$ cat config.mk
export PLATFORM = sky130hd
export DESIGN_NAME = rmsc_ctrl
export DESIGN_NICKNAME = d
export VERILOG_FILES = /design/src/design/rmsc_pkg.sv /design/src/design/rmsc_ctrl.sv
export VERILOG_INCLUDE_DIRS = /design/src /design/src/design
export SDC_FILE = /design/constraint.sdc
export NUM_CORES = 1
export LEC_CHECK = 0
export ABC_AREA = 1
export BUFFER_PORTS_ARGS = -buffer_cell sky130_fd_sc_hd__buf_2
export CAP_MARGIN = 40
export CORE_MARGIN = 3
export CORE_UTILIZATION = 35
export DETAILED_ROUTE_END_ITERATION = 16
export GPL_TIMING_DRIVEN = 1
export SYNTH_ARGS = -nofsm -noshare
export SYNTH_HDL_FRONTEND = slang
export SYNTH_SLANG_ARGS = --single-unit
$ cat constraint.sdc
create_clock -name sys_clk -period 5.9 [get_ports sys_clk]
set_clock_uncertainty 0.1 [all_clocks]
set_input_delay 0.59 -clock sys_clk [delete_from_list [all_inputs] [get_ports sys_clk]]
set_output_delay 0.59 -clock sys_clk [all_outputs]
set_load 0.01 [all_outputs]
$ cat src/design/rmsc_cfg.svh
// Operation
// - idle watches radio and serial for data
// - idle leaves for transmit, receive, command or sleep
// - byte threshold starts transmit; zero disables
// - silence timeout with pending byte starts transmit
// - no transmit while a reception runs
// - channel initializer first; input keeps buffering
// - packets capped; chain until buffer empty
// - forward packet only on id/channel/address match
// - sleep needs nonzero selection plus trigger
// - asleep: no transfer before returning idle
// - selection 1: pin high sleeps, low wakes
// - finish transfer before entering pin sleep
// - pin sleep: clear-to-send high, power low
// - cyclic settings 4-8 sleep 1 to 16 s
// - listen window 35 or 225 ms by rate
// - initializer while awake leads to reception
// - after cyclic reception, sleep on inactivity
// - cyclic sleep: cts high, power low
// - pin wake forces idle until inactive
// - software flow control when setting enabled
// - reassert clear-to-send at 34 free bytes
`ifndef RMSC_CFG_SVH
`define RMSC_CFG_SVH

// register byte addresses
`define RMSC_REG_CTRL 8'h00
`define RMSC_REG_PKT 8'h04
`define RMSC_REG_TIME 8'h08
`define RMSC_REG_NET 8'h0C
`define RMSC_REG_ADDR 8'h10
`define RMSC_REG_STAT 8'h14

// reset values
`define RMSC_SEL_RST 4'h0
`define RMSC_THR_RST 8'h01
`define RMSC_MAXPK_RST 8'h40
`define RMSC_PTO_RST 16'h0003
`define RMSC_WAKE_RST 16'h0BB8
`define RMSC_ID_RST 16'h0000
`define RMSC_CHAN_RST 8'h00
`define RMSC_DADDR_RST 16'h0000

// sleep selections
`define RMSC_SEL_PIN 4'h1
`define RMSC_SEL_CYC_LO 4'h4
`define RMSC_SEL_CYC_HI 4'h8

// timing, printed units
`define RMSC_CLK_NS 5
`define RMSC_MS_NS 1000000
`define RMSC_CYC_BASE_MS 1000
`define RMSC_LISTEN_R1_MS 35
`define RMSC_LISTEN_R0_MS 225

// flow control
`define RMSC_CTS_RESUME_FREE 34
`define RMSC_XOFF 8'h13
`define RMSC_XON 8'h11

`endif

$ cat src/design/rmsc_pkg.sv
package rmsc_pkg;

  // one-hot operating modes
  typedef enum logic [5:0] {
    ST_IDLE = 6'h01,
    ST_INIT = 6'h02,
    ST_TXPK = 6'h04,
    ST_RX = 6'h08,
    ST_CMD = 6'h10,
    ST_SLEEP = 6'h20
  } rmsc_state_t;

endpackage

$ cat src/design/rmsc_ctrl.sv
`timescale 1ns/100ps
`include "rmsc_cfg.svh"

module rmsc_ctrl
  import rmsc_pkg::*;
#(
  parameter int DEPTH = 256,
  parameter int MS_CYCLES = `RMSC_MS_NS / `RMSC_CLK_NS
)
(
  // clock and reset
  input wire logic sys_clk,
  input wire logic arst_n,
  // register port
  input wire logic [7:0] reg_addr,
  input wire logic [31:0] reg_wdata,
  input wire logic reg_wr,
  input wire logic reg_rd,
  output logic [31:0] reg_rdata,
  // serial input bytes from the uart
  input wire logic ser_byte_valid,
  // radio transmit side
  output logic init_start,
  input wire logic init_done,
  output logic pkt_start,
  output logic [7:0] pkt_len,
  input wire logic pkt_near_end,
  // radio receive side
  input wire logic rf_rx_busy,
  input wire logic rf_init_detect,
  input wire logic rf_pkt_valid,
  input wire logic [15:0] rf_pkt_id,
  input wire logic [7:0] rf_pkt_chan,
  input wire logic [15:0] rf_pkt_addr,
  output logic rx_forward,
  // command mode
  input wire logic cmd_seq_det,
  input wire logic spi_in_use,
  input wire logic cmd_exit,
  // pins
  input wire logic sleep_pin,
  output logic cts_n,
  output logic transmit_power_indicator,
  // software flow characters toward the host
  output logic flow_char_valid,
  output logic [7:0] flow_char
);

  localparam int CW = $clog2(DEPTH + 1);
  localparam logic [CW-1:0] FULL = CW'(DEPTH);
  localparam logic [CW-1:0] RESUME = CW'(`RMSC_CTS_RESUME_FREE);
  localparam logic [15:0] LISTEN_R1 = 16'(`RMSC_LISTEN_R1_MS);
  localparam logic [15:0] LISTEN_R0 = 16'(`RMSC_LISTEN_R0_MS);
  localparam logic [31:0] MS_TOP = 32'(MS_CYCLES - 1);

  // saturating millisecond counter step
  function automatic logic [15:0] sat_inc(input logic [15:0] v);
    sat_inc = (v == 16'hFFFF) ? v : v + 16'h0001;
  endfunction

  // cyclic sleep interval in ms for settings 4..8
  function automatic logic [15:0] cyc_ms(input logic [3:0] sel);
    logic [2:0] k;
    k = 3'(sel - `RMSC_SEL_CYC_LO);
    cyc_ms = 16'(`RMSC_CYC_BASE_MS) << k;
  endfunction

  rmsc_state_t state;
  rmsc_state_t next_state;
  logic [3:0] sleep_selection;
  logic radio_rate_setting;
  logic pin_wake_enable;
  logic software_flow_setting;
  logic [7:0] packetization_threshold;
  logic [7:0] max_packet_size;
  logic [15:0] packetization_timeout;
  logic [15:0] inactivity_wake_time;
  logic [15:0] network_identifier;
  logic [7:0] channel;
  logic [15:0] dest_address;
  logic [CW-1:0] pend;
  logic [CW-1:0] next_pend;
  logic [31:0] pre;
  logic ms_tick;
  logic [15:0] tmr_ms;
  logic [15:0] silent_ms;
  logic [15:0] inact_ms;
  logic listening;
  logic pin_s1, pin_s2, pin_s3, pin_lvl, pin_prev;
  logic flow_stop;
  logic flow_prev;
  logic accept, fire, match, cyclic, pin_mode, pin_fall;
  logic tx_trig, sleep_go, wake, listen_done, rx_start;
  logic [7:0] maxpk_eff, len;

  // sleep pin: three stages, level taken when stages 2 and 3 agree
  always_ff @(posedge sys_clk or negedge arst_n)
  begin
    if (!arst_n)
    begin
      pin_s1 <= 1'b0;
      pin_s2 <= 1'b0;
      pin_s3 <= 1'b0;
      pin_lvl <= 1'b0;
      pin_prev <= 1'b0;
    end
    else
    begin
      pin_s1 <= sleep_pin;
      pin_s2 <= pin_s1;
      pin_s3 <= pin_s2;
      if (pin_s2 == pin_s3)
        pin_lvl <= pin_s3;
      pin_prev <= pin_lvl;
    end
  end

  // decode of mode settings and trigger conditions
  assign pin_mode = (sleep_selection == `RMSC_SEL_PIN);
  assign cyclic = (sleep_selection >= `RMSC_SEL_CYC_LO) &&
                  (sleep_selection <= `RMSC_SEL_CYC_HI);
  assign pin_fall = pin_prev && !pin_lvl;
  assign maxpk_eff = (max_packet_size == 8'h00) ? 8'h01 : max_packet_size;
  assign len = (32'(pend) > 32'(maxpk_eff)) ? maxpk_eff : 8'(pend);
  assign accept = ser_byte_valid && (pend != FULL);
  assign match = (rf_pkt_id == network_identifier) &&
                 (rf_pkt_chan == channel) &&
                 (rf_pkt_addr == dest_address);
  assign tx_trig = ((packetization_threshold != 8'h00) &&
                    (32'(pend) >= 32'(packetization_threshold))) ||
                   ((packetization_timeout != 16'h0000) &&
                    (pend != '0) &&
                    (silent_ms >= packetization_timeout));
  assign listen_done = listening &&
    (tmr_ms >= (radio_rate_setting ? LISTEN_R1 : LISTEN_R0));
  // sleep only with a selection and a trigger; pin mode ignores idleness
  assign sleep_go = (sleep_selection != 4'h0) &&
    ((pin_mode && pin_lvl) ||
     (cyclic && listen_done) ||
     (cyclic && !listening &&
      inact_ms >= inactivity_wake_time));
  assign wake = pin_mode ? !pin_lvl :
    cyclic ? ((tmr_ms >= cyc_ms(sleep_selection)) ||
              (pin_wake_enable && pin_fall)) : 1'b1;
  assign rx_start = rf_rx_busy || rf_init_detect;
  assign fire = ((state == ST_INIT) && init_done) ||
                ((state == ST_TXPK) && pkt_near_end && (pend != '0));

  // mode selection; the idle branch order sets the priorities
  always_comb
  begin
    next_state = state;
    case (state)
      ST_IDLE:
      begin
        // idle listens to both sides
        if (rx_start)
          next_state = ST_RX;
        else if (cmd_seq_det && !spi_in_use)
          next_state = ST_CMD;
        else if (tx_trig && !rf_rx_busy)
          next_state = ST_INIT;
        else if (sleep_go)
          next_state = ST_SLEEP;
      end
      ST_INIT:
        if (init_done)
          next_state = ST_TXPK;
      ST_TXPK:
        if (pkt_near_end && (pend == '0))
          next_state = ST_IDLE;
      ST_RX:
        if (!rx_start)
          next_state = ST_IDLE;
      ST_CMD:
        if (cmd_exit)
          next_state = ST_IDLE;
      ST_SLEEP:
        if (wake)
          next_state = ST_IDLE;
      default:
        next_state = ST_IDLE;
    endcase
  end

  always_ff @(posedge sys_clk or negedge arst_n)
  begin
    if (!arst_n)
      state <= ST_IDLE;
    else
      state <= next_state;
  end

  // pending byte count; input keeps counting during the initializer
  always_comb
  begin
    next_pend = pend;
    if (accept)
      next_pend = next_pend + CW'(1);
    if (fire)
      next_pend = next_pend - CW'(len);
  end

  always_ff @(posedge sys_clk or negedge arst_n)
  begin
    if (!arst_n)
      pend <= '0;
    else
      pend <= next_pend;
  end

  // transmit strobes toward the radio
  always_ff @(posedge sys_clk or negedge arst_n)
  begin
    if (!arst_n)
    begin
      init_start <= 1'b0;
      pkt_start <= 1'b0;
      pkt_len <= 8'h00;
    end
    else
    begin
      init_start <= (state == ST_IDLE) && (next_state == ST_INIT);
      pkt_start <= fire;
      if (fire)
        pkt_len <= len;
    end
  end

  // matched packets go to the serial output side
  always_ff @(posedge sys_clk or negedge arst_n)
  begin
    if (!arst_n)
      rx_forward <= 1'b0;
    else
      rx_forward <= rf_pkt_valid && match && (state == ST_RX);
  end

  // ms prescaler; a long count so it is a parameter for simulation
  always_ff @(posedge sys_clk or negedge arst_n)
  begin
    if (!arst_n)
    begin
      pre <= 32'h0000_0000;
      ms_tick <= 1'b0;
    end
    else
    begin
      ms_tick <= (pre == MS_TOP);
      pre <= (pre == MS_TOP) ? 32'h0000_0000 : pre + 32'h0000_0001;
    end
  end

  // time in mode, silence on the serial line, inactivity
  always_ff @(posedge sys_clk or negedge arst_n)
  begin
    if (!arst_n)
    begin
      tmr_ms <= 16'h0000;
      silent_ms <= 16'h0000;
      inact_ms <= 16'h0000;
    end
    else
    begin
      if (next_state != state)
        tmr_ms <= 16'h0000;
      else if (ms_tick)
        tmr_ms <= sat_inc(tmr_ms);
      if (ser_byte_valid)
        silent_ms <= 16'h0000;
      else if (ms_tick)
        silent_ms <= sat_inc(silent_ms);
      if (ser_byte_valid || rx_start || state != ST_IDLE)
        inact_ms <= 16'h0000;
      else if (ms_tick)
        inact_ms <= sat_inc(inact_ms);
    end
  end

  // listen window after a timed cyclic wake
  always_ff @(posedge sys_clk or negedge arst_n)
  begin
    if (!arst_n)
      listening <= 1'b0;
    else if (state == ST_SLEEP && next_state == ST_IDLE)
      listening <= cyclic && !(pin_wake_enable && pin_fall);
    else if (state == ST_IDLE && next_state != ST_IDLE)
      listening <= 1'b0;
  end

  // buffer-full hold-off; a stop on the same cycle beats a resume
  always_ff @(posedge sys_clk or negedge arst_n)
  begin
    if (!arst_n)
      flow_stop <= 1'b0;
    else if (next_pend == FULL)
      flow_stop <= 1'b1;
    else if ((FULL - pend) >= RESUME)
      flow_stop <= 1'b0;
  end

  // pins: sleep forces cts high and the power line low
  always_ff @(posedge sys_clk or negedge arst_n)
  begin
    if (!arst_n)
    begin
      cts_n <= 1'b1;
      transmit_power_indicator <= 1'b0;
    end
    else
    begin
      cts_n <= (state == ST_SLEEP) || flow_stop;
      transmit_power_indicator <= (state != ST_SLEEP);
    end
  end

  // stop/resume characters; useless for binary streams
  always_ff @(posedge sys_clk or negedge arst_n)
  begin
    if (!arst_n)
    begin
      flow_prev <= 1'b0;
      flow_char_valid <= 1'b0;
      flow_char <= 8'h00;
    end
    else
    begin
      flow_prev <= flow_stop;
      flow_char_valid <= software_flow_setting &&
                         (flow_stop != flow_prev);
      if (flow_stop != flow_prev)
        flow_char <= flow_stop ? `RMSC_XOFF : `RMSC_XON;
    end
  end

  // register writes
  always_ff @(posedge sys_clk or negedge arst_n)
  begin
    if (!arst_n)
    begin
      sleep_selection <= `RMSC_SEL_RST;
      radio_rate_setting <= 1'b1;
      pin_wake_enable <= 1'b0;
      software_flow_setting <= 1'b0;
      packetization_threshold <= `RMSC_THR_RST;
      max_packet_size <= `RMSC_MAXPK_RST;
      packetization_timeout <= `RMSC_PTO_RST;
      inactivity_wake_time <= `RMSC_WAKE_RST;
      network_identifier <= `RMSC_ID_RST;
      channel <= `RMSC_CHAN_RST;
      dest_address <= `RMSC_DADDR_RST;
    end
    else if (reg_wr)
    begin
      case (reg_addr)
        `RMSC_REG_CTRL:
        begin
          sleep_selection <= reg_wdata[3:0];
          radio_rate_setting <= reg_wdata[4];
          pin_wake_enable <= reg_wdata[5];
          software_flow_setting <= reg_wdata[6];
        end
        `RMSC_REG_PKT:
        begin
          packetization_threshold <= reg_wdata[7:0];
          max_packet_size <= reg_wdata[23:16];
        end
        `RMSC_REG_TIME:
        begin
          packetization_timeout <= reg_wdata[15:0];
          inactivity_wake_time <= reg_wdata[31:16];
        end
        `RMSC_REG_NET:
        begin
          network_identifier <= reg_wdata[15:0];
          channel <= reg_wdata[23:16];
        end
        `RMSC_REG_ADDR:
          dest_address <= reg_wdata[15:0];
        default:
          ;
      endcase
    end
  end

  // register reads, data valid the cycle after the strobe only
  always_ff @(posedge sys_clk or negedge arst_n)
  begin
    if (!arst_n)
      reg_rdata <= 32'h0000_0000;
    else if (!reg_rd)
      reg_rdata <= 32'h0000_0000;
    else
    begin
      case (reg_addr)
        `RMSC_REG_CTRL:
          reg_rdata <= {25'h0, software_flow_setting, pin_wake_enable,
                        radio_rate_setting, sleep_selection};
        `RMSC_REG_PKT:
          reg_rdata <= {8'h00, max_packet_size, 8'h00,
                        packetization_threshold};
        `RMSC_REG_TIME:
          reg_rdata <= {inactivity_wake_time, packetization_timeout};
        `RMSC_REG_NET:
          reg_rdata <= {8'h00, channel, network_identifier};
        `RMSC_REG_ADDR:
          reg_rdata <= {16'h0000, dest_address};
        `RMSC_REG_STAT:
          reg_rdata <= {6'h00, 16'(pend), transmit_power_indicator, cts_n,
                        listening, flow_stop, state};
        default:
          reg_rdata <= 32'h0000_0000;
      endcase
    end
  end
endmodule // rmsc_ctrl

Word level (Yosys, flattened, before mapping)
Index checks and enable logic that the tools add are counted.

operators by class
  $add $sub $neg = 8
  $lt $le $gt $ge = 9
  equal/unequal tests = 32
  shift operators = 1
  muxes and demuxes = 34
  reductions and logical operators = 62

operators with widths
  kind                                                                     number
  32-bit one-hot mux with 6 select lines                                   1
  16-bit 2-to-1 mux                                                        9
  32-bit 2-to-1 mux                                                        2
  6-bit 2-to-1 mux                                                         9
  16-bit by 1-bit adder with 16-bit output, second input constant          3
  16-bit equality test, second input constant                              3
  16-bit greater-or-equal comparator                                       3
  6-bit one-hot mux with 6 select lines                                    1
  32-bit by 1-bit adder with 32-bit output, second input constant          1
  16-bit equality test                                                     2
  32-bit by 18-bit equality test with 1-bit output, second input constant  1
  1-bit logical AND                                                        28
  8-bit 2-to-1 mux                                                         3
  9-bit 2-to-1 mux                                                         2
  8-bit by 4-bit equality test with 1-bit output, second input constant    2
  8-bit by 5-bit equality test with 1-bit output, second input constant    2
  16-bit by 8-bit greater-or-equal comparator with 1-bit output            1
  8-bit logical NOT                                                        2
  2-bit AND reduction                                                      8
  16-bit nonzero test                                                      1
  10-bit by 3-bit << shifter with 16-bit output, first input constant      1
  6-bit by 1-bit equality test with 1-bit output, second input constant    2
  6-bit by 2-bit equality test with 1-bit output, second input constant    2
  6-bit by 1-bit != test with 1-bit output, second input constant          2
  32 further kinds                                                         55

word-level totals
  register bits = 253
  output and inout bits = 54
  word-level logic and storage cells = 181

Depth between registers and ports, before layout
  word-level depth = 16
  mapped depth = 30

Worst setup path after synthesis
OpenSTA, ideal clock, no wires.

  path type = register to register
  start = register max_packet_size[3]
  end = register flow_stop
  arrival time = 3.672 ns
  required time = 5.683 ns
  path slack = 2.010 ns
  cell stages (with the launch flop) = 29
  buffers on the path = 1
  period minus slack after synthesis = 3.890 ns
  cells stage by stage = dfrtp_1 > nor4_1 > a41o_1 > ha_1 > o21a_1 > o21ai_0 > nand3_1 > nand2_1 > a21oi_1 > a21oi_1 > nor2_1 > buf_2 > nor2_1 > a21oi_1 > ha_1 > inv_1 > fa_1 > nand2_1 > nand2_1 > a21o_1 > nand2_1 > nand2_1 > a21oi_1 > nor2_1 > o21ai_0 > nand2_1 > xor2_1 > nand3_1 > nand2_1

on the way
  cells in the longest elaborated chain, start to end = 8
  elaborated cells between the ends (all ways) = 9
  those cells by class = add/sub (1); order compare (1); eq/ne (1); mux (4); reduce/logical (2)

ends and longest elaborated chain
  what                                                    RTL line          text
  from (decl)                                             rmsc_ctrl.sv:75   logic [7:0] max_packet_size;
  from (signal assigned)                                  rmsc_ctrl.sv:346  max_packet_size <= `RMSC_MAXPK_RST;
  from (signal assigned)                                  rmsc_ctrl.sv:366  max_packet_size <= reg_wdata[23:16];
  8-bit logical NOT                                       rmsc_ctrl.sv:123  assign maxpk_eff = (max_packet_size == 8'h00) ? 8'h01 : max_packet_size;
  8-bit 2-to-1 mux (*)                                    rmsc_ctrl.sv:123
  9-bit by 8-bit > comparator with 1-bit output           rmsc_ctrl.sv:124  assign len = (32'(pend) > 32'(maxpk_eff)) ? maxpk_eff : 8'(pend);
  8-bit 2-to-1 mux (*)                                    rmsc_ctrl.sv:124
  via len[0]                                              rmsc_ctrl.sv:94   logic [7:0] maxpk_eff, len;
  9-bit by 8-bit subtractor with 9-bit output (*)         rmsc_ctrl.sv:201  next_pend = next_pend - CW'(len);
  9-bit 2-to-1 mux (*)                                    rmsc_ctrl.sv:200  if (fire)
  via next_pend[8]                                        rmsc_ctrl.sv:82   logic [CW-1:0] next_pend;
  9-bit equality test (*)                                 rmsc_ctrl.sv:296  else if (next_pend == FULL)
  1-bit 2-to-1 mux or 2-bit nonzero test (tied branches)  -
  to (signal assigned)                                    rmsc_ctrl.sv:295  flow_stop <= 1'b0;
  to (signal assigned)                                    rmsc_ctrl.sv:297  flow_stop <= 1'b1;
  to (signal assigned)                                    rmsc_ctrl.sv:299  flow_stop <= 1'b0;
  to (decl)                                               rmsc_ctrl.sv:90   logic flow_stop;

The timed path passes the listed nets; every way through them passes the cells marked *.
A chain may end at the register's enable or synchronous reset.

Final worst setup path
  start = register max_packet_size[7]
  end = register flow_stop

The elaborated chain is that of the path after synthesis.

==> flow_summary_export.csv <==
group,metric,value,unit
timing,min_period,4.64,ns
drt,dr.first_iter.drc_count,1094,
clock_tree,htreeDepth,1,
clock_tree,clock_sinks,247,
finish,post-route-util,41.7,%
synthesis,postSynthCellCount,1798,
power_and_ir_drop,total_leakage_power,0.00809,uW
die,core_area,40000,um2
finish,layout.area.seq,6200,um2
place,place_ws,1.32,ns
synthesis,synth.top_cell.area_share,40.9,%
power_and_ir_drop,power_density,307,nW/um2
finish,fin_nets,2122,
clock_tree,insertion_delay,0.57,ns
drt,routed_wl,45300,um
clock_tree,cts_setup_buffers,0,
min_path,min_to,"pin_s1",
synthesis,yosys.cell_types.count,59,
global_routing,grt-ovfl-total,0,
min_path,hold_path.class,"input pin to flop",
timing,holdWs,0.0324,ns
synthesis,ys_async_sr_fraction,100,%
worst_setup_path,rrSetupSlack,1.26,ns
die,rows,73,
worst_setup_path,required,6.30,ns
timing,rsz0062_at_grt,"no",
clock_tree,cts_tree,"yes",
timing,finalSetupViolations,0,
timing,layout_setup_ws,1.26,ns
clock_tree,cts_root_buffer,"clkbuf_16",
drt,ant_nets,0,
timing,drv_slew,0,
worst_setup_path,cp.arrival,5.05,ns
timing,worst_pin_slew,0.830,ns
worst_setup_path,rr_worst_depth,27,
synthesis,avgSynthCellArea,7.92,um2
synthesis,synth.most_common_cell,"nand2_1",
timing,finalHoldViolCount,0,
synthesis,yosysWarnings,0,
synthesis,synthTopCellsByArea,"dfrtp_1 (41%), nand2_1 (10%), inv_1 (7.2%)",
finish,multiInputGateArea,6790,um2
die,die_w,208,um
worst_setup_path,path_class,"flop to flop",
worst_setup_path,cp-end-kind,"flop",
synthesis,yosys_register_bits,247,
clock_tree,cts_made_buffers,28,
global_routing,grt_pass1_vias,12287,
synthesis,yosysTopAreaCell,"dfrtp_1",
worst_setup_path,r2r-start,"max_packet_size[7]",
drt,wl_per_cell,18.2,um
timing,max_slew_margin,44.7,%
timing,tns,0,ns
timing,min_period_over_period,78.7,%
min_path,min-delay-start,"sleep_pin",
flow_run,cap_violations,0,
global_routing,grtUsageTotal,20.6,%
drt,dr.pass1.iters,5,
drt,viasPerCell,5.06,
clock_tree,cts_buffer_depth,3,
drt,drc,0,
worst_setup_path,cp-start-kind,"flop",
clock_tree,clk_pin_slew,0.06,ns
place,place_congestion,0.920,
synthesis,synthTopCellsByCount,"nand2_1 (379), inv_1 (274), dfrtp_1 (233), o21ai_0 (166), nor2_1 (153)",
timing,max_freq,0.215,GHz
synthesis,ys_seq_area_share,43.5,%
worst_setup_path,r2r-end,"flow_stop",
synthesis,synth_flop_cell,"dfrtp_1",
place,numPortBuffers,142,
drt,via_count,12633,
min_path,holdPathStages,1,
global_routing,grt_max_degree,75,
finish,fillers,4063,
die,fp.dieArea,43200,um2
die,initial_core_util,35.6,%
worst_setup_path,critPathMaxFanout,16,
place,dp_hpwl,35200,um
synthesis,synth_edf_count,0,
synthesis,synth_area,14200,um2
power_and_ir_drop,ir_worst_vdd,0.213,mV
status,status,"complete, no violations",
global_routing,grt_pass1_wl,70600,um
die,ios,148,
finish,synthToLayoutAreaGrowth,17.1,%
die,die_h,208,um
global_routing,antenna_found_initial,5,
finish,drive_gt1_share,13.9,%
worst max-delay path, cell delays in order, from the launching register on:
cell	delay, ns
dfrtp_1	0.43
nor4_1	0.27
a41o_1	0.24
ha_1	0.15
o21a_1	0.12
o21ai_0	0.07
nand3_1	0.07
nand2_1	0.05
a21oi_1	0.12
a21oi_1	0.07
nor2_1	0.61
nor2_1	0.08
a21oi_1	0.26
ha_1	0.20
inv_1	0.06
fa_1	0.41
nand2_1	0.08
nand2_1	0.05
a21o_1	0.17
nand2_1	0.07
nand2_1	0.05
a21oi_1	0.16
nor2_1	0.07
o21ai_0	0.14
nand2_1	0.10
xor2_1	0.19
nand3_1	0.11
nand2_1	0.08
where the power goes:
group | internal (uW) | switching, uW
clock | 1220 | 745
sequential | 1790 | 137
combinational | 427 | 796
total | 3440 | 1680
registers in the layout, indices dropped and copies added, names as in the netlist, 16 cells and up:
signal / cells
inactivity_wake_time: 16
network_identifier: 16
silent_ms: 16
packetization_timeout: 16
dest_address: 16
inact_ms: 16
reg_rdata: 32
pre: 32
tmr_ms: 16
cells by family after synthesis:
logic type	after synthesis	synth area share [%]
xor+xnor	55	3.38
flops	247	43.5
buf+inv	324	8.95
compound gates	332	13.3
other cells	1	0.0263
simple gates	755	23.5
fa+ha+maj	84	7.41
per-layer routing:
layer | global-route usage [%] | part of all wire, % | wire (um) | up-vias
met4 | 6.84 | 3.3 | 1480 | 6
li1 | - | - | - | 6200
met5 | 0 | 0.064 | 29 | -
met2 | 32.6 | 45 | 20400 | 315
met3 | 2.86 | 5.0 | 2280 | 70
met1 | 29.2 | 47 | 21100 | 6042
layout make-up:
type	count	area share (%)
Timing Repair Buffer	157	5.61
Tap cell	525	3.94
Inverter	280	6.30
Clock inverter	10	1.12
Sequential cell	247	37.2
Multi-Input combinational cell	1231	40.7
Antenna cell	3	0.0450
Clock buffer	42	5.12
through the flow:
step	cell area (um2)	instances	total power, uW
CTS	16700	2492	5150
global route	16700	2494	5410
floorplan	14300	1802	2760
finish	16700	2495	5110
global placement	15500	2433	3170
detailed placement	15600	2439	3170
layout by cell type, fill, tap and decap left out, types with 50 or more instances in the layout:
master	Yosys	routed
nand3_1	59	59
nor3_1	54	54
buf_2	5	141
ha_1	82	82
nand2_1	379	378
a21oi_1	84	84
nor2_1	153	153
o21ai_0	166	166
xor2_1	50	50
dfrtp_1	233	233
inv_1	274	274
worst max path at each step:
stage,start,end
floorplan,max_packet_size[3],flow_stop
global placement,max_packet_size[3],flow_stop
detailed placement,max_packet_size[3],flow_stop
CTS,max_packet_size[3],flow_stop
global route,max_packet_size[3],flow_stop
finish,max_packet_size[7],flow_stop
timing repair:
item,CTS,global route
hold buffers,1,0
resized for setup,0,0
endpoints found under the hold margin,67,0
Note: power is estimated with default switching activity, not from simulation.
